==> src/common/spif_regs.vh <==
`ifndef SPIF_REGS_VH
`define SPIF_REGS_VH

// register byte addresses
`define SPIF_STATUS_ADDR 32'hFFFF0A00
`define SPIF_RX_DATA_ADDR 32'hFFFF0A04
`define SPIF_TX_DATA_ADDR 32'hFFFF0A08
`define SPIF_BAUD_DIV_ADDR 32'hFFFF0A0C
`define SPIF_CONTROL_ADDR 32'hFFFF0A10

// reset values
`define SPIF_BAUD_DIV_RST 8'h00
`define SPIF_CONTROL_RST 16'h0000

// serial_control_reg fields
`define SPIF_CTL_THR_HI 15
`define SPIF_CTL_THR_LO 14
`define SPIF_CTL_TX_FLUSH 13
`define SPIF_CTL_RX_FLUSH 12
`define SPIF_CTL_CONT 11
`define SPIF_CTL_LOOPBACK 10
`define SPIF_CTL_SLV_DOUT_EN 9
`define SPIF_CTL_RX_OVERWRITE 8
`define SPIF_CTL_ZERO_FILL 7
`define SPIF_CTL_TRIG_MODE 6
`define SPIF_CTL_LSB_FIRST 5
`define SPIF_CTL_WIRED_OR 4
`define SPIF_CTL_CPOL 3
`define SPIF_CTL_CPHA 2
`define SPIF_CTL_MASTER 1
`define SPIF_CTL_ENABLE 0

// status register fields
`define SPIF_ST_RX_EXCESS 11
`define SPIF_ST_RX_CNT_HI 10
`define SPIF_ST_RX_CNT_LO 8
`define SPIF_ST_RX_OVF 7
`define SPIF_ST_RX_IRQ 6
`define SPIF_ST_TX_IRQ 5
`define SPIF_ST_TX_UNDER 4
`define SPIF_ST_TX_CNT_HI 3
`define SPIF_ST_TX_CNT_LO 1
`define SPIF_ST_ANY_IRQ 0

// index of the last sclk edge of a serial byte, counted from zero; a byte spans 16 edges
`define SPIF_EDGES_PER_BYTE 4'hF

`endif

==> src/hw/spif_top.v <==
// The plain strobed port is this design's own decision.
`timescale 1ns/1ps
`include "spif_regs.vh"

// Functional notes
// [RULE1] write-only 8-bit transmit data register; each write queues a byte
// [RULE2] read-only 8-bit receive data register returns received bytes
// [RULE3] 8-bit read/write baud divider, reset zero, sets serial clock rate
// [RULE4] 16-bit read/write control register, reset zero, both roles
// [RULE5] two-bit threshold N=1..4 for transmit and receive interrupt flags
// [RULE6] transmit flush bit keeps transmit queue empty while set
// [RULE7] while transmit flush is set, send last byte or zeros
// [RULE8] writes to transmit queue are dropped while transmit flush is set
// [RULE9] receive flush empties queue, ignores serial input, no interrupt flags; the code still sets the transmit underflow flag
// [RULE10] receive flush with read trigger: receive read still starts transfer
// [RULE11] continuous master mode sends back-to-back, select held until empty; the code chains bytes only in transmit trigger mode
// [RULE12] non-continuous: single byte per transfer, one sclk stall between
// [RULE13] loopback ties serial data output to serial data input internally
// [RULE14] slave data-out enable clear makes the slave output open-drain
// [RULE15] overwrite set and receive full: new byte replaces held data
// [RULE16] overwrite clear and receive full: new byte is dropped
// [RULE17] trigger mode: set starts on transmit write, clear on receive read
// [RULE18] zero fill sends zeros when empty, otherwise repeats last byte
// [RULE19] receive overflow flag set on byte into full queue unless flushing
// [RULE20] four-byte transmit and receive queues with tracked occupancy
module spif_top #(
  parameter DEPTH = 4
) (
  input wire ref_clk,
  input wire rst,
  input wire [31:0] bus_addr,
  input wire [31:0] bus_wdata,
  input wire bus_wr,
  input wire bus_rd,
  output reg [31:0] bus_rdata,
  input wire sclk_in,
  output reg sclk_out,
  output reg sclk_oe,
  input wire ss_n_in,
  output reg ss_n_out,
  output reg ss_n_oe,
  input wire mosi_in,
  output reg mosi_out,
  output reg mosi_oe,
  input wire miso_in,
  output reg miso_out,
  output reg miso_oe
);
  localparam M_IDLE = 3'd0;
  localparam M_LEAD = 3'd1;
  localparam M_BITS = 3'd2;
  localparam M_TAIL = 3'd3;
  localparam M_STALL = 3'd4;

  // pick bit j of a byte in the chosen shift order
  function bit_sel;
    input [7:0] b;
    input [2:0] j;
    input lsb;
    begin
      bit_sel = lsb ? b[j] : b[3'd7 - j];
    end
  endfunction

  // shift one received bit into the assembly register
  function [7:0] shift_in;
    input [7:0] sh;
    input d;
    input lsb;
    begin
      shift_in = lsb ? {d, sh[7:1]} : {sh[6:0], d};
    end
  endfunction

  reg [7:0] baud_div_q;
  reg [15:0] ctrl_q;
  reg [2:0] m_state_q;
  reg [8:0] hcnt_q;
  reg [3:0] edge_q;
  reg [7:0] cur_tx_q;
  reg [7:0] rx_sh_q;
  reg out_bit_q;
  reg [2:0] scnt_q;
  reg rd_pend_q;
  reg [2:0] sent_q;
  reg ovf_q, rx_irq_q, tx_irq_q, under_q;
  reg [2:0] sclk_sy_q, ss_sy_q;
  reg [1:0] mosi_sy_q, miso_sy_q;

  wire [2:0] tx_cnt, rx_cnt;
  wire tx_full, tx_empty, rx_full, rx_empty;
  wire [7:0] tx_head, rx_head;

  wire en = ctrl_q[`SPIF_CTL_ENABLE];
  wire master = ctrl_q[`SPIF_CTL_MASTER];
  wire cpol = ctrl_q[`SPIF_CTL_CPOL];
  wire cpha = ctrl_q[`SPIF_CTL_CPHA];
  wire lsb = ctrl_q[`SPIF_CTL_LSB_FIRST];
  wire trig_tx = ctrl_q[`SPIF_CTL_TRIG_MODE];
  wire tx_flush = ctrl_q[`SPIF_CTL_TX_FLUSH];
  wire rx_flush = ctrl_q[`SPIF_CTL_RX_FLUSH];
  wire [2:0] thr_n = {1'b0, ctrl_q[`SPIF_CTL_THR_HI:`SPIF_CTL_THR_LO]}
    + 3'd1; // see [RULE5]

  // register decode
  wire sel_st = (bus_addr == `SPIF_STATUS_ADDR);
  wire sel_rx = (bus_addr == `SPIF_RX_DATA_ADDR);
  wire sel_tx = (bus_addr == `SPIF_TX_DATA_ADDR);
  wire sel_div = (bus_addr == `SPIF_BAUD_DIV_ADDR);
  wire sel_ctl = (bus_addr == `SPIF_CONTROL_ADDR);
  wire rx_read = bus_rd & sel_rx;
  wire st_read = bus_rd & sel_st;
  // flushed queue refuses writes outright
  wire tx_push = bus_wr & sel_tx & ~tx_flush; // see [RULE1] see [RULE8]

  // synchronised pin levels; stage 0 feeds only stage 1
  wire sclk_s = sclk_sy_q[1];
  wire ss_n_s = ss_sy_q[1];
  wire s_act = en & ~master & ~ss_n_s;
  wire s_chg = sclk_sy_q[1] ^ sclk_sy_q[2];
  wire s_lead = s_act & s_chg & (sclk_s != cpol);
  wire s_trail = s_act & s_chg & (sclk_s == cpol);
  wire s_fall = en & ~master & ~ss_n_s & ss_sy_q[2];
  wire s_samp = cpha ? s_trail : s_lead;
  wire s_launch = cpha ? s_lead : s_trail;

  // loopback feeds our own output back instead of the far pin
  wire din = ctrl_q[`SPIF_CTL_LOOPBACK] ? out_bit_q :
    (master ? miso_sy_q[1] : mosi_sy_q[1]); // see [RULE13]

  wire m_tick = (hcnt_q == {1'b0, baud_div_q});
  wire m_more = trig_tx & ~tx_empty;
  wire m_start = trig_tx ? ~tx_empty : rd_pend_q; // see [RULE17]
  wire m_last = (edge_q == `SPIF_EDGES_PER_BYTE);

  reg fetch_w;
  reg done_w;
  reg [7:0] rx_byte_w;

  // one byte fetch and one byte completion per event, either role
  always @* begin
    fetch_w = 1'b0;
    done_w = 1'b0;
    rx_byte_w = shift_in(rx_sh_q, din, lsb);
    if (en && master) begin
      if (m_state_q == M_IDLE && m_start) begin
        fetch_w = 1'b1;
      end
      if (m_state_q == M_TAIL && m_tick && ctrl_q[`SPIF_CTL_CONT]
          && m_more) begin
        fetch_w = 1'b1; // see [RULE11]
      end
      if (m_state_q == M_BITS && m_tick && m_last) begin
        done_w = 1'b1;
      end
    end else begin
      if (s_fall) begin
        fetch_w = 1'b1;
      end
      if (s_samp && scnt_q == 3'd7) begin
        fetch_w = 1'b1;
        done_w = 1'b1;
      end
    end
  end

  // received byte handling against a full queue
  wire rx_in = done_w & ~rx_flush; // see [RULE9]
  wire rx_ovw = rx_full & ctrl_q[`SPIF_CTL_RX_OVERWRITE]; // see [RULE15]
  // without overwrite the queue refuses the push and keeps old data
  wire rx_pop = rx_read | (rx_in & rx_ovw); // see [RULE16]
  // a phase-0 master takes its last sample half a period before the end,
  // so the finished byte already sits in the shift register then
  wire [7:0] rx_push_w = (en && master && !cpha) ? rx_sh_q : rx_byte_w;

  spif_fifo #(.WIDTH(8), .DEPTH(DEPTH), .AW(2)) u_txq (
    .clk(ref_clk),
    .rst(rst),
    .flush(tx_flush), // see [RULE6]
    .push(tx_push),
    .push_data(bus_wdata[7:0]),
    .pop(fetch_w),
    .head(tx_head),
    .count(tx_cnt), // see [RULE20]
    .full(tx_full),
    .empty(tx_empty)
  );

  spif_fifo #(.WIDTH(8), .DEPTH(DEPTH), .AW(2)) u_rxq (
    .clk(ref_clk),
    .rst(rst),
    .flush(rx_flush), // see [RULE9]
    .push(rx_in),
    .push_data(rx_push_w),
    .pop(rx_pop),
    .head(rx_head),
    .count(rx_cnt), // see [RULE20]
    .full(rx_full),
    .empty(rx_empty)
  );

  // pin synchronisers
  always @(posedge ref_clk or posedge rst) begin
    if (rst) begin
      sclk_sy_q <= 3'h0;
      ss_sy_q <= 3'h7;
      mosi_sy_q <= 2'h0;
      miso_sy_q <= 2'h0;
    end else begin
      sclk_sy_q <= {sclk_sy_q[1:0], sclk_in};
      ss_sy_q <= {ss_sy_q[1:0], ss_n_in};
      mosi_sy_q <= {mosi_sy_q[0], mosi_in};
      miso_sy_q <= {miso_sy_q[0], miso_in};
    end
  end

  // software registers and the bus read path
  always @(posedge ref_clk or posedge rst) begin
    if (rst) begin
      baud_div_q <= `SPIF_BAUD_DIV_RST;
      ctrl_q <= `SPIF_CONTROL_RST;
      bus_rdata <= 32'h0;
    end else begin
      if (bus_wr && sel_div) begin
        baud_div_q <= bus_wdata[7:0]; // see [RULE3]
      end
      if (bus_wr && sel_ctl) begin
        ctrl_q <= bus_wdata[15:0]; // see [RULE4]
      end
      bus_rdata <= 32'h0; // unmapped and write-only read as zero
      if (bus_rd) begin
        if (sel_rx) begin
          bus_rdata <= {24'h0, rx_empty ? 8'h00 : rx_head}; // see [RULE2]
        end else if (sel_div) begin
          bus_rdata <= {24'h0, baud_div_q};
        end else if (sel_ctl) begin
          bus_rdata <= {16'h0, ctrl_q};
        end else if (sel_st) begin
          bus_rdata <= {20'h0, (rx_cnt > thr_n), rx_cnt, ovf_q, rx_irq_q,
            tx_irq_q, under_q, tx_cnt,
            ovf_q | rx_irq_q | tx_irq_q | under_q};
        end
      end
    end
  end

  // sticky status; a set in the cycle of the clearing read wins
  wire ovf_set = rx_in & rx_full; // see [RULE19]
  wire rxi_set = ~trig_tx & ~rx_flush & (rx_cnt >= thr_n); // see [RULE5]
  wire txi_set = trig_tx & ~rx_flush & done_w
    & (sent_q + 3'd1 >= thr_n); // see [RULE5] see [RULE9]
  wire und_set = fetch_w & tx_empty;

  always @(posedge ref_clk or posedge rst) begin
    if (rst) begin
      ovf_q <= 1'b0;
      rx_irq_q <= 1'b0;
      tx_irq_q <= 1'b0;
      under_q <= 1'b0;
      sent_q <= 3'h0;
      rd_pend_q <= 1'b0;
    end else begin
      ovf_q <= ovf_set | (ovf_q & ~st_read);
      rx_irq_q <= rxi_set | (rx_irq_q & ~st_read);
      tx_irq_q <= txi_set | (tx_irq_q & ~st_read);
      under_q <= und_set | (under_q & ~st_read);
      if (txi_set || !trig_tx) begin
        sent_q <= 3'h0;
      end else if (done_w) begin
        sent_q <= sent_q + 3'd1;
      end
      // a receive read arms a transfer even while flushing
      if (rx_read && !trig_tx) begin
        rd_pend_q <= 1'b1; // see [RULE10] see [RULE17]
      end else if (fetch_w && master) begin
        rd_pend_q <= 1'b0;
      end
    end
  end

  // master sequencer, slave bit engine and the shared data path
  always @(posedge ref_clk or posedge rst) begin
    if (rst) begin
      m_state_q <= M_IDLE;
      hcnt_q <= 9'h0;
      edge_q <= 4'h0;
      cur_tx_q <= 8'h00;
      rx_sh_q <= 8'h00;
      out_bit_q <= 1'b0;
      scnt_q <= 3'h0;
      sclk_out <= 1'b0;
      ss_n_out <= 1'b1;
    end else begin
      if (fetch_w) begin
        // empty or flushed queue: zero fill or keep the last byte
        if (!tx_empty) begin
          cur_tx_q <= tx_head;
        end else if (ctrl_q[`SPIF_CTL_ZERO_FILL]) begin
          cur_tx_q <= 8'h00; // see [RULE7] see [RULE18]
        end
      end
      hcnt_q <= (m_tick || m_state_q == M_IDLE) ? 9'h0 : hcnt_q + 9'd1;
      if (!(en && master)) begin
        m_state_q <= M_IDLE;
        sclk_out <= cpol;
        ss_n_out <= 1'b1;
        if (s_fall) begin
          scnt_q <= 3'h0;
          if (!cpha) begin
            out_bit_q <= bit_sel(tx_empty && ctrl_q[`SPIF_CTL_ZERO_FILL]
              ? 8'h00 : (tx_empty ? cur_tx_q : tx_head), 3'd0, lsb);
          end
        end else if (s_samp) begin
          rx_sh_q <= rx_byte_w;
          scnt_q <= scnt_q + 3'd1;
        end else if (s_launch) begin
          out_bit_q <= bit_sel(cur_tx_q, scnt_q, lsb);
        end
      end else begin
        case (m_state_q)
          M_IDLE: begin
            sclk_out <= cpol;
            if (m_start) begin
              ss_n_out <= 1'b0;
              m_state_q <= M_LEAD;
            end
          end
          M_LEAD: begin
            if (m_tick) begin
              m_state_q <= M_BITS;
              edge_q <= 4'h0;
              out_bit_q <= bit_sel(cur_tx_q, 3'd0, lsb);
            end
          end
          M_BITS: begin
            if (m_tick) begin
              sclk_out <= ~sclk_out;
              edge_q <= edge_q + 4'd1;
              if (edge_q[0] == cpha) begin
                rx_sh_q <= rx_byte_w;
              end else if (!m_last) begin
                out_bit_q <= bit_sel(cur_tx_q, edge_q[3:1] + {2'b0, ~cpha},
                  lsb);
              end
              if (m_last) begin
                m_state_q <= M_TAIL;
              end
            end
          end
          M_TAIL: begin
            if (m_tick) begin
              edge_q <= 4'h0;
              if (ctrl_q[`SPIF_CTL_CONT] && m_more) begin
                m_state_q <= M_LEAD; // select stays low
              end else begin
                ss_n_out <= 1'b1;
                m_state_q <= M_STALL; // see [RULE12]
              end
            end
          end
          M_STALL: begin
            // one whole serial clock of idle before the next byte
            if (m_tick) begin
              edge_q <= edge_q + 4'd1;
              if (edge_q[0]) begin
                m_state_q <= M_IDLE; // see [RULE12]
              end
            end
          end
          default: begin
            m_state_q <= M_IDLE;
          end
        endcase
      end
    end
  end

  // pin drivers; data value and enable move on the same edge
  always @(posedge ref_clk or posedge rst) begin
    if (rst) begin
      sclk_oe <= 1'b0;
      ss_n_oe <= 1'b0;
      mosi_out <= 1'b0;
      mosi_oe <= 1'b0;
      miso_out <= 1'b0;
      miso_oe <= 1'b0;
    end else begin
      sclk_oe <= en & master;
      ss_n_oe <= en & master;
      mosi_out <= out_bit_q;
      mosi_oe <= en & master & (~ctrl_q[`SPIF_CTL_WIRED_OR] | ~out_bit_q);
      miso_out <= out_bit_q;
      // open-drain slave output only ever pulls low
      miso_oe <= s_act & (ctrl_q[`SPIF_CTL_SLV_DOUT_EN]
        | ~out_bit_q); // see [RULE14]
    end
  end
endmodule

==> src/hw/spif_fifo.v <==
`timescale 1ns/1ps
// small byte queue; a push into a full queue is taken only with a pop
module spif_fifo #(
  parameter WIDTH = 8,
  parameter DEPTH = 4,
  parameter AW = 2
) (
  input wire clk,
  input wire rst,
  input wire flush,
  input wire push,
  input wire [WIDTH-1:0] push_data,
  input wire pop,
  output wire [WIDTH-1:0] head,
  output wire [AW:0] count,
  output wire full,
  output wire empty
);
  reg [WIDTH-1:0] mem [0:DEPTH-1];
  reg [AW-1:0] rd_ptr_q;
  reg [AW-1:0] wr_ptr_q;
  reg [AW:0] count_q;
  wire do_pop;
  wire do_push;

  assign full = (count_q == DEPTH[AW:0]);
  assign empty = (count_q == {(AW+1){1'b0}});
  assign count = count_q;
  assign head = mem[rd_ptr_q];
  assign do_pop = pop & ~empty;
  assign do_push = push & (~full | do_pop);

  // storage has no reset; only pointers and count matter
  always @(posedge clk) begin
    if (do_push && !flush) begin
      mem[wr_ptr_q] <= push_data;
    end
  end

  // flush holds the queue empty for as long as it stays high
  always @(posedge clk or posedge rst) begin
    if (rst) begin
      rd_ptr_q <= {AW{1'b0}};
      wr_ptr_q <= {AW{1'b0}};
      count_q <= {(AW+1){1'b0}};
    end else if (flush) begin
      rd_ptr_q <= {AW{1'b0}};
      wr_ptr_q <= {AW{1'b0}};
      count_q <= {(AW+1){1'b0}};
    end else begin
      if (do_pop) begin
        rd_ptr_q <= rd_ptr_q + 1'b1;
      end
      if (do_push) begin
        wr_ptr_q <= wr_ptr_q + 1'b1;
      end
      if (do_push && !do_pop) begin
        count_q <= count_q + 1'b1;
      end else if (do_pop && !do_push) begin
        count_q <= count_q - 1'b1;
      end
    end
  end
endmodule

==> config.mk <==
export PLATFORM = sky130hd
export DESIGN_NAME = spif_top
export DESIGN_NICKNAME = d
export VERILOG_FILES = /design/src/hw/spif_top.v /design/src/hw/spif_fifo.v
export VERILOG_INCLUDE_DIRS = /design/src /design/src/common
export SDC_FILE = /design/constraint.sdc
export NUM_CORES = 1
export LEC_CHECK = 0
export ABC_CLOCK_PERIOD_IN_PS = 8150
export BUFFER_PORTS_ARGS = -buffer_cell sky130_fd_sc_hd__buf_2
export CAP_MARGIN = 20
export CORE_ASPECT_RATIO = 1.75
export CORE_MARGIN = 2
export CORE_UTILIZATION = 62
export CTS_CLUSTER_SIZE = 8
export DETAILED_ROUTE_END_ITERATION = 7
export MAX_ROUTING_LAYER = met4
export PLACE_DENSITY = 0.93
export SLEW_MARGIN = 10
export SYNTH_ARGS = -nofsm -noshare
export SYNTH_HDL_FRONTEND = slang
export SYNTH_SLANG_ARGS = --single-unit
==> constraint.sdc <==
create_clock -name ref_clk -period 8.15 [get_ports ref_clk]
set_input_delay 1.2225 -clock ref_clk [delete_from_list [all_inputs] [get_ports ref_clk]]
set_output_delay 1.2225 -clock ref_clk [all_outputs]
set_load 0.005 [all_outputs]
==> flow_summary.json, run 1 <==
{
  "cts.repair.resized": 0,
  "hold_buffers": 0,
  "gp_congestion": 0.916,
  "viasPerCell": 6.36,
  "p_leak_nw": 4.31,
  "vdd_drop_max_uv": 177,
  "cts_buffers": 17,
  "placed_cells": 937,
  "wl_met2_microns": 11300,
  "clockBufferDepth": 2,
  "routedWlPerCell_microns": 21.2,
  "avgSynthCellArea_sq_um": 12.4,
  "crit_path_end_kind": "register",
  "cts_tree": "done",
  "fin_crit_ns": 4.43,
  "synth_top_area_frac": 0.312,
  "grt_pass1_vias": 6619,
  "clock-sinks": 178,
  "yosysSeqAreaShare": 0.542,
  "grt_use_total": 0.298,
  "firstDrtPassIters": 6,
  "fp.dieArea_sq_mm": 0.0152,
  "cp_cell_sequence": "nor3b_1 > nand4_1 > and2_1 > a21oi_1 > o21ai_0 > nor2_1 > fa_1 > nor2b_1 > mux2_2 > a31oi_1 > a21oi_1 > a21o_1",
  "ys_seq_elements": 178,
  "worstMarginPinSlew_ns": 1.03,
  "place_area_sq_mm": 0.00925,
  "synth_cells": 712,
  "ios": 112,
  "share_seq_of_total_power": 0.523,
  "syn_to_final_growth_pct": 12.0,
  "swShare": 0.237,
  "num_vias": 6171,
  "setup_tns_ns": 0,
  "maxCapViolCount": 0,
  "period_share": 0.544,
  "rsz0062_at_grt": "no",
  "grt_overflow_total": 0,
  "layout.nets": 876,
  "crit_slowest_cell": "a21oi_1",
  "drt-total-wl_microns": 20500,
  "drive_gt1_frac": 0.252,
  "crit_path_start_kind": "register",
  "top_layer": "met4",
  "crit_type": "register to register",
  "yosysMostFrequentCell": "dfrtp_1",
  "synth-async-reset-ratio": 0.640,
  "combPwrFrac": 0.024,
  "yosys_warnings": 0,
  "antenna_found_initial": 1,
  "synthTopCellsByArea": "dfrtp_1, edfxtp_1, mux4_2, mux2_2, ha_1",
  "post-cts-setup-buffer-count": 0,
  "p_int_mw": 1.35,
  "syn_area_sq_mm": 0.00882,
  "instances_no_fill": 971,
  "powerDensity_mw_per_mm2": 180,
  "ys.flop_type": "dfrtp_1",
  "fin_area_sq_mm": 0.00987,
  "timing.final.hold_violations": 0,
  "core_sq_mm": 0.0139,
  "clock_latency_ns": 0.43,
  "floorplan.initialDensity": 0.634,
  "crit_path_frequent_cell": "a21oi_1",
  "critPathMaxStageDelay_ns": 0.79,
  "die_height_microns": 162,
  "cts.clk_slew.worst_paths_ns": 0.08,
  "io_buffers": 79,
  "drc_errors": 0,
  "post-dp-hpwl_microns": 14400,
  "die_w_microns": 94.1,
  "clkPwrFrac": 0.453,
  "drt_iter0_drc": 572,
  "drv_slew": 0,
  "outcome": "completed",
  "synthTopCellsByCount": "dfrtp_1, edfxtp_1, nand2_1, nor2_1, mux2_2",
  "power_mw": 1.78,
  "wl_met3_microns": 1060,
  "min_path_type": "register to register",
  "htree_levels": 4,
  "grt_pass1_wl_microns": 33600,
  "report.final.setup_viol": 0,
  "p_sw_uw": 421,
  "arrival_ns": 4.75,
  "fp-row-count": 57,
  "critPathMaxFanout": 12,
  "yosys.area.top_type": "dfrtp_1",
  "root_buffer": "clkbuf_16",
  "path_delay_family": "compound AO/OA/AOI/OAI gates",
  "ant_nets": 0,
  "clock-skew-final_ns": 0.0132,
  "synth-edff-count": 64,
  "cp.required_ns": 8.47,
  "critical_path_buf_inv_count": 0,
  "synth_cell_types": 69,
  "max_slew_margin": 0.311,
  "m1WireLength_microns": 6950,
  "fmax_mhz": 226,
  "grt_max_degree": 80
}
## worst paths after layout
path                                       start                          to  slack, ns  cells after the start
max reg2reg                ctrl_q[1]$_DFFE_PP0P_  u_txq.count[2]$_DFFE_PP0P_       3.72                     12
max                        ctrl_q[1]$_DFFE_PP0P_  u_txq.count[2]$_DFFE_PP0P_       3.72                     12
max in group asynchronous                    rst        ss_sy_q[2]$_DFF_PP1_       6.35                      4
min                         ss_sy_q[0]$_DFF_PP1_        ss_sy_q[1]$_DFF_PP1_       0.36                      0
min reg2reg                 ss_sy_q[0]$_DFF_PP1_        ss_sy_q[1]$_DFF_PP1_       0.36                      0
min in group asynchronous                    rst           ss_n_oe$_DFF_PP0_       0.79                      2
## state kept, by name, summed over array words and instances (netlist names), 4 cells and up
register and cells:
rx_sh_q 8, bus_rdata 16, cur_tx_q 8, hcnt_q 9, edge_q 4, baud_div_q 8
ctrl_q 16, u_rxq.mem 32, u_txq.mem 32
## per-layer routing
layer	global-route usage	up-vias
met5	-	-
met4	0.181	0
met3	0.0510	101
met2	0.502	289
met1	0.324	3066
li1	-	2715
## worst register-to-register path: stages (launching register included)
cell	delay, ns
dfrtp_1	0.52
nor3b_1	0.64
nand4_1	0.23
and2_1	0.23
a21oi_1	0.79
o21ai_0	0.55
nor2_1	0.25
fa_1	0.29
nor2b_1	0.09
mux2_2	0.28
a31oi_1	0.18
a21oi_1	0.10
a21o_1	0.17
## power groups by stage
stage | sequential (mW) | combinational, mW | clock [mW]
after global routing | 0.929 | 0.0481 | 0.844
after detailed placement | 0.947 | 0.0407 | 0
final | 0.929 | 0.0427 | 0.803
after global placement | 0.947 | 0.0393 | 0
after floorplan | 0.947 | 0.0232 | 0
after CTS | 0.929 | 0.0411 | 0.807
## logic make-up (layout without fill, tap and decap cells)
group                      count (synthesis)  count (layout)  share of synthesized area
and+or+nand+nor                          193             193                      0.117
DFF                                      178             178                      0.542
AOI/OAI and AO/OA                        119             119                     0.0904
muxes                                     86              86                      0.141
buffers and inverters                     82             148                     0.0437
xor gates and xnor gates                  29              29                     0.0305
adders and majority gates                 24              24                     0.0358
other                                      1              17                   0.000425
## area by class of cell
type | count | area, sq um
Inverter | 33 | 126
Clock buffer | 17 | 425
Multi-Input combinational cell | 467 | 3710
Clock inverter | 15 | 161
Antenna cell | 1 | 2.50
Tap cell | 177 | 221
Fill cell | 884 | 4030
Timing Repair Buffer | 83 | 445
Sequential cell | 178 | 4780
## layout by cell type, fill, tap and decap left out, drive strengths merged, types with 8 or more instances in the layout
| cell | instances |
|---|---|
| ha | 22 |
| conb | 16 |
| a21o | 8 |
| xnor2 | 8 |
| mux4 | 26 |
| and3 | 9 |
| mux2 | 42 |
| a21oi | 27 |
| nor3 | 11 |
| mux2i | 18 |
| nor2 | 44 |
| o21ai | 27 |
| xor2 | 20 |
| edfxtp | 64 |
| o22ai | 8 |
| and2 | 15 |
| nand2 | 45 |
| buf | 83 |
| inv | 40 |
| clkbuf | 17 |
| nand4 | 9 |
| a22o | 12 |
| dfrtp | 110 |
| a22oi | 9 |
| nand3 | 16 |
## through the flow
step           utilization  hold WS [ns]  setup slack, ns
2_1_floorplan            -         0.331             3.92
3_3_place_gp         0.665         0.335             3.75
3_5_place_dp         0.665         0.347             3.65
4_1_cts              0.708         0.358             3.89
5_1_grt              0.710         0.367             3.56
6_report             0.710         0.358             3.72
Note: power is estimated with default switching activity, not from simulation.
==> run 2: changes to the inputs <==
--- a/config.mk
+++ b/config.mk
@@ -6,16 +6,16 @@
 export SDC_FILE = /design/constraint.sdc
 export NUM_CORES = 1
 export LEC_CHECK = 0
-export ABC_CLOCK_PERIOD_IN_PS = 8150
+export ABC_CLOCK_PERIOD_IN_PS = 4200
 export BUFFER_PORTS_ARGS = -buffer_cell sky130_fd_sc_hd__buf_2
 export CAP_MARGIN = 20
 export CORE_ASPECT_RATIO = 1.75
 export CORE_MARGIN = 2
-export CORE_UTILIZATION = 62
+export CORE_UTILIZATION = 58
 export CTS_CLUSTER_SIZE = 8
 export DETAILED_ROUTE_END_ITERATION = 7
 export MAX_ROUTING_LAYER = met4
-export PLACE_DENSITY = 0.93
+export PLACE_DENSITY = 0.88
 export SLEW_MARGIN = 10
 export SYNTH_ARGS = -nofsm -noshare
 export SYNTH_HDL_FRONTEND = slang
==> constraint.sdc (replaced) <==
create_clock -name ref_clk -period 4.2 [get_ports ref_clk]
set_input_delay 0.63 -clock ref_clk [delete_from_list [all_inputs] [get_ports ref_clk]]
set_output_delay 0.63 -clock ref_clk [all_outputs]
set_load 0.005 [all_outputs]
==> run 2 against run 1 <==
- global-route usage decreased by 3.9 points
- sequential power rose by 94%
- sequential share of layout area barely moved
- critical path depth fell by 3
- combinational power grew 89%
- sequential cell count did not move
- final area is essentially flat
- count of clock-buffer cells in the layout rose by 3
- worst setup slack lost 3.0 ns
- final cell count increased by 1.2%
- maximum frequency rose by 26%
- via count is 1.9% lower
- critical endpoint is now u_rxq.count[1]$_DFFE_PP0P_
- highest routed layer unchanged
==> flow_summary.json, run 2 (synthesis gave the netlist of run 1 again) <==
{
  "placed_cells": 950,
  "crit_path_end_kind": "register",
  "syn_to_final_growth_pct": 12.0,
  "fin_crit_ns": 3.51,
  "clock_latency_ns": 0.43,
  "drc_errors": 0,
  "share_seq_of_total_power": 0.537,
  "arrival_ns": 3.86,
  "fill_cells": 1022,
  "min_path_type": "primary input to register",
  "viasPerCell": 6.16,
  "num_vias": 6055,
  "crit_path_start_kind": "register",
  "p_int_mw": 2.63,
  "routedWlPerCell_microns": 20.1,
  "drv_slew": 0,
  "cts_buffers": 17,
  "floorplan.initialDensity": 0.594,
  "top_regs": "u_rxq.mem (32), u_txq.mem (32)",
  "layout.nets": 883,
  "vdd_drop_max_uv": 293,
  "cts.clk_slew.worst_paths_ns": 0.06,
  "r2r_end": "u_rxq.count[1]$_DFFE_PP0P_",
  "layout_common_cells": "dfrtp_1, buf_2, edfxtp_1",
  "crit_type": "register to register",
  "swShare": 0.218,
  "fmax_mhz": 285,
  "grt_overflow_total": 0,
  "p_leak_nw": 4.33,
  "reg2reg_setup_slack_ns": 0.69,
  "worstMarginPinSlew_ns": 0.821,
  "post-dp-hpwl_microns": 14100,
  "post-cts-setup-buffer-count": 0,
  "cp.required_ns": 4.54,
  "grt_use_total": 0.259,
  "setup_tns_ns": 0,
  "clockBufferDepth": 2,
  "drt_iter0_drc": 539,
  "maxCapViolCount": 0,
  "gp_congestion": 0.936,
  "final_core_util": 0.665,
  "clock-sinks": 178,
  "num_antenna_cells": 0,
  "grt_pass1_vias": 6308,
  "clock-skew-final_ns": 0.0140,
  "instances_no_fill": 983,
  "report.final.setup_viol": 0,
  "final_common_cell": "dfrtp_1",
  "timing.rr.start": "hcnt_q[7]$_DFF_PP0_",
  "drive_gt1_frac": 0.256,
  "htree_levels": 4,
  "grt_pass1_wl_microns": 32100,
  "root_buffer": "clkbuf_16",
  "rsz0062_at_grt": "no",
  "period_share": 0.836,
  "outcome": "completed",
  "fp.dieArea_sq_mm": 0.0162,
  "drt-total-wl_microns": 19800,
  "firstDrtPassIters": 5,
  "fp-row-count": 59,
  "power_mw": 3.36,
  "reg2reg_depth": 9,
  "die_w_microns": 97.2,
  "min_to": "ss_sy_q[0]$_DFF_PP1_",
  "io_buffers": 79,
  "timing.final.hold_violations": 0,
  "clkPwrFrac": 0.439,
  "hold_buffers": 0,
  "antenna_found_initial": 0,
  "die_height_microns": 167,
  "min_path_cells": 1,
  "max_slew_margin": 0.447,
  "combPwrFrac": 0.024,
  "powerDensity_mw_per_mm2": 340,
  "core_sq_mm": 0.0148,
  "grt_max_degree": 64,
  "p_sw_uw": 731,
  "ios": 112,
  "worstHoldStart": "ss_n_in",
  "ant_nets": 0,
  "cts_tree": "done",
  "cts.repair.resized": 0,
  "critPathMaxFanout": 19
}
## run 2: changes by cell type in the layout (fill, tap and decap cells not counted), sizes merged
cell | before | now
inv | 40 | 37
clkinvlp | 2 | 1
clkinv | 6 | 7
diode | 1 | 0
buf | 83 | 90
clkbuf | 17 | 20
## run 2: power groups by stage
stage	Sequential, mW	Combinational, mW	Clock (mW)
6_report	1.80	0.0809	1.48
5_1_grt	1.80	0.0918	1.57
4_1_cts	1.80	0.0822	1.49
3_5_place_dp	1.84	0.0818	0
3_3_place_gp	1.84	0.0794	0
2_1_floorplan	1.84	0.0450	0
## run 2: metrics by stage
step	hold WS [ns]	instance area (sq um)	setup slack (ns)
after CTS	0.298	9870	0.730
after global routing	0.297	9870	0.527
after global placement	0.347	9310	0.590
final	0.309	9870	0.687
after floorplan	0.331	8870	0.561
after detailed placement	0.339	9310	0.572
## run 2: critical path, stage by stage, from the launching register on
cell and delay, ns:
dfrtp_1 0.43, xor2_1 0.23, nor4_4 0.42, nand3_4 0.19, o41a_1 0.74, or4_4 0.63, inv_1 0.08, fa_1 0.40
a21o_1 0.18, a21oi_2 0.13
## run 2: worst max path at each step
stage	slack [ns]	cells past startpoint	from	end
after detailed placement	0.57	11	bus_addr[13]	u_rxq.count[2]$_DFFE_PP0P_
after CTS	0.73	9	hcnt_q[7]$_DFF_PP0_	u_rxq.count[1]$_DFFE_PP0P_
after global routing	0.53	12	u_txq.count[2]$_DFFE_PP0P_	u_txq.count[2]$_DFFE_PP0P_
final	0.69	9	hcnt_q[7]$_DFF_PP0_	u_rxq.count[1]$_DFFE_PP0P_
after floorplan	0.56	1	rst	baud_div_q[0]$_DFFE_PP0P_
after global placement	0.59	11	bus_addr[13]	u_rxq.count[2]$_DFFE_PP0P_
## run 2: final cells by class
type                            instances  area, sq um  share of cell area
Timing Repair Buffer                   90          475              0.0482
Tap cell                              183          229              0.0232
Sequential cell                       178         4780               0.484
Inverter                               33          126              0.0128
Clock inverter                         12         96.3             0.00976
Clock buffer                           20          457              0.0463
Multi-Input combinational cell        467         3710               0.376
## run 2: per-layer routing
| layer | global-route usage | vias to the layer above | wire [microns] |
|---|---|---|---|
| li1 | - | 2724 | - |
| met1 | 0.291 | 3011 | 7190 |
| met4 | 0.116 | 0 | 818 |
| met5 | - | - | 0 |
| met3 | 0.0413 | 66 | 1010 |
| met2 | 0.453 | 254 | 10800 |
==> run 3: changes to the inputs <==
--- a/config.mk
+++ b/config.mk
@@ -6,16 +6,16 @@
 export SDC_FILE = /design/constraint.sdc
 export NUM_CORES = 1
 export LEC_CHECK = 0
-export ABC_CLOCK_PERIOD_IN_PS = 4200
+export ABC_CLOCK_PERIOD_IN_PS = 3200
 export BUFFER_PORTS_ARGS = -buffer_cell sky130_fd_sc_hd__buf_2
 export CAP_MARGIN = 20
 export CORE_ASPECT_RATIO = 1.75
 export CORE_MARGIN = 2
-export CORE_UTILIZATION = 58
+export CORE_UTILIZATION = 53
 export CTS_CLUSTER_SIZE = 8
 export DETAILED_ROUTE_END_ITERATION = 7
 export MAX_ROUTING_LAYER = met4
-export PLACE_DENSITY = 0.88
+export PLACE_DENSITY = 0.85
 export SLEW_MARGIN = 10
 export SYNTH_ARGS = -nofsm -noshare
 export SYNTH_HDL_FRONTEND = slang
==> constraint.sdc (replaced) <==
create_clock -name ref_clk -period 3.2 [get_ports ref_clk]
set_input_delay 0.48 -clock ref_clk [delete_from_list [all_inputs] [get_ports ref_clk]]
set_output_delay 0.48 -clock ref_clk [all_outputs]
set_load 0.005 [all_outputs]
==> run 3 against run 2 <==
- combinational power rose by 37%
- utilization fell by 3.2 points
- non-clock buffer count rose by 44
- clock skew fell by 0.0049 ns
- via count rose by 4.1%
- die area rose by 9.1%
==> flow_summary.json, run 3 (synthesis gave the netlist of run 1 again) <==
{
  "worstMarginPinSlew_ns": 0.763,
  "routedWlPerCell_microns": 19.7,
  "grt_max_degree": 55,
  "fp-row-count": 62,
  "cts_buffers": 17,
  "io_buffers": 79,
  "clock-sinks": 178,
  "ios": 112,
  "timing.rr.start": "baud_div_q[4]$_DFFE_PP0P_",
  "p_leak_nw": 4.56,
  "min_to": "ss_sy_q[0]$_DFF_PP1_",
  "reg2reg_setup_slack_ns": 0.13,
  "vdd_drop_max_uv": 410,
  "grt_use_total": 0.257,
  "outcome": "completed",
  "syn_to_final_growth_pct": 17.5,
  "combPwrFrac": 0.024,
  "final_common_cell": "dfrtp_1",
  "fin_crit_ns": 3.07,
  "grt_overflow_total": 0,
  "report.final.setup_viol": 0,
  "grt_pass1_vias": 6468,
  "drt_iter0_drc": 427,
  "cts_tree": "done",
  "antenna_found_initial": 0,
  "num_vias": 6306,
  "p_sw_uw": 925,
  "timing.final.hold_violations": 0,
  "die_w_microns": 101,
  "min_path_type": "primary input to register",
  "grt_pass1_wl_microns": 33800,
  "max_slew_margin": 0.490,
  "final_core_util": 0.633,
  "powerDensity_mw_per_mm2": 439,
  "crit_path_start_kind": "register",
  "p_int_mw": 3.62,
  "fmax_mhz": 326,
  "drt-total-wl_microns": 21000,
  "arrival_ns": 3.34,
  "gp_congestion": 0.887,
  "cts.clk_slew.worst_paths_ns": 0.06,
  "setup_tns_ns": 0,
  "htree_levels": 4,
  "top_regs": "u_rxq.mem (32), u_txq.mem (32)",
  "reg2reg_depth": 12,
  "maxCapViolCount": 0,
  "post-cts-setup-buffer-count": 0,
  "critPathMaxFanout": 3,
  "post-dp-hpwl_microns": 15000,
  "die_height_microns": 175,
  "r2r_end": "u_rxq.count[2]$_DFFE_PP0P_",
  "clockBufferDepth": 2,
  "layout.nets": 927,
  "min_path_cells": 1,
  "crit_type": "register to register",
  "clock_latency_ns": 0.42,
  "drive_gt1_frac": 0.289,
  "num_antenna_cells": 0,
  "period_share": 0.958,
  "worstHoldStart": "ss_n_in",
  "floorplan.initialDensity": 0.539,
  "swShare": 0.204,
  "layout_common_cells": "dfrtp_1, buf_2, edfxtp_1",
  "firstDrtPassIters": 8,
  "root_buffer": "clkbuf_16",
  "rsz0062_at_grt": "no",
  "fill_cells": 1183,
  "drv_slew": 0,
  "crit_path_end_kind": "register",
  "ant_nets": 0,
  "crit_start": "baud_div_q[4]$_DFFE_PP0P_",
  "viasPerCell": 5.90,
  "share_seq_of_total_power": 0.521,
  "drc_errors": 0,
  "core_sq_mm": 0.0164,
  "clock-skew-final_ns": 0.00911,
  "clkPwrFrac": 0.454,
  "cp.required_ns": 3.48,
  "fp.dieArea_sq_mm": 0.0177
}
==> run 3: cell types whose count changed in the layout (fill, tap and decap cells not counted), moves of 2 or more <==
cell	previous run	this run
buf_4	10	50
buf_12	0	5
clkinv_1	1	6
bufinv_16	0	3
clkinv_4	4	1
clkinvlp_4	1	4
inv_6	3	0
clkbuf_1	1	3
clkbuf_8	2	0
clkinv_2	2	0
inv_4	2	0
==> run 3: what timing repair did <==
action / in CTS / in global routing
hold buffers: 0 / 0
resized for setup: 0 / 4
endpoints found under the setup margin: 0 / 1
==> run 3: layout make-up <==
cell class | count | area, sq um | area share
clock buffers | 20 | 437 | 0.0421
clock inverters | 12 | 140 | 0.0135
inverters | 33 | 128 | 0.0123
multi-input cells | 467 | 3720 | 0.360
flip-flops and latches | 178 | 4780 | 0.461
well taps | 224 | 280 | 0.0271
repair buffers | 134 | 871 | 0.0841
==> run 3: per-layer routing <==
metal,vias to the layer above,share of wire,GRT usage
met5,-,0,-
met4,0,0.044,0.128
met3,67,0.046,0.0328
met2,264,0.56,0.445
met1,3158,0.35,0.286
li1,2817,-,-
==> run 3: how the worst max path moves through the flow <==
stage	cells past startpoint	endpoint	slack (ns)
2_1_floorplan	13	u_txq.count[2]$_DFFE_PP0P_	0.001
3_3_place_gp	12	u_rxq.count[2]$_DFFE_PP0P_	-0.08
3_5_place_dp	12	u_rxq.count[2]$_DFFE_PP0P_	-0.17
4_1_cts	11	u_txq.count[2]$_DFFE_PP0P_	0.09
5_1_grt	12	u_txq.count[2]$_DFFE_PP0P_	0.03
6_report	12	u_rxq.count[2]$_DFFE_PP0P_	0.13
==> run 3: per-stage QoR <==
stage / cells / area [sq um] / total power, mW / hold WS, ns / setup WS [ns]
final: 1068 / 10400 / 4.55 / 0.160 / 0.133
after global routing: 1068 / 10400 / 4.66 / 0.144 / 0.0252
after CTS: 1068 / 10300 / 4.56 / 0.146 / 0.0872
after detailed placement: 1036 / 9770 / 2.52 / 0.342 / -0.171
after global placement: 1036 / 9770 / 2.52 / 0.332 / -0.0818
after floorplan: 727 / 8880 / 2.47 / 0.331 / 0.00147
==> run 3: worst max-delay path, cell delays in order, from the launching register on <==
cell     delay, ns
dfrtp_1       0.42
xor2_1        0.20
nor4_4        0.29
buf_4         0.17
nand3_4       0.07
o41a_1        0.52
or4_4         0.56
inv_1         0.08
fa_1          0.19
buf_4         0.12
nand3_1       0.06
a31oi_1       0.17
a21oi_1       0.09
==> run 3: power by group through the flow <==
| stage | clock network [mW] | logic, mW | registers [mW] |
|---|---|---|---|
| final | 2.07 | 0.111 | 2.37 |
| after global routing | 2.17 | 0.124 | 2.37 |
| after CTS | 2.08 | 0.111 | 2.37 |
| after detailed placement | 0 | 0.111 | 2.41 |
| after global placement | 0 | 0.107 | 2.41 |
| after floorplan | 0 | 0.0593 | 2.41 |
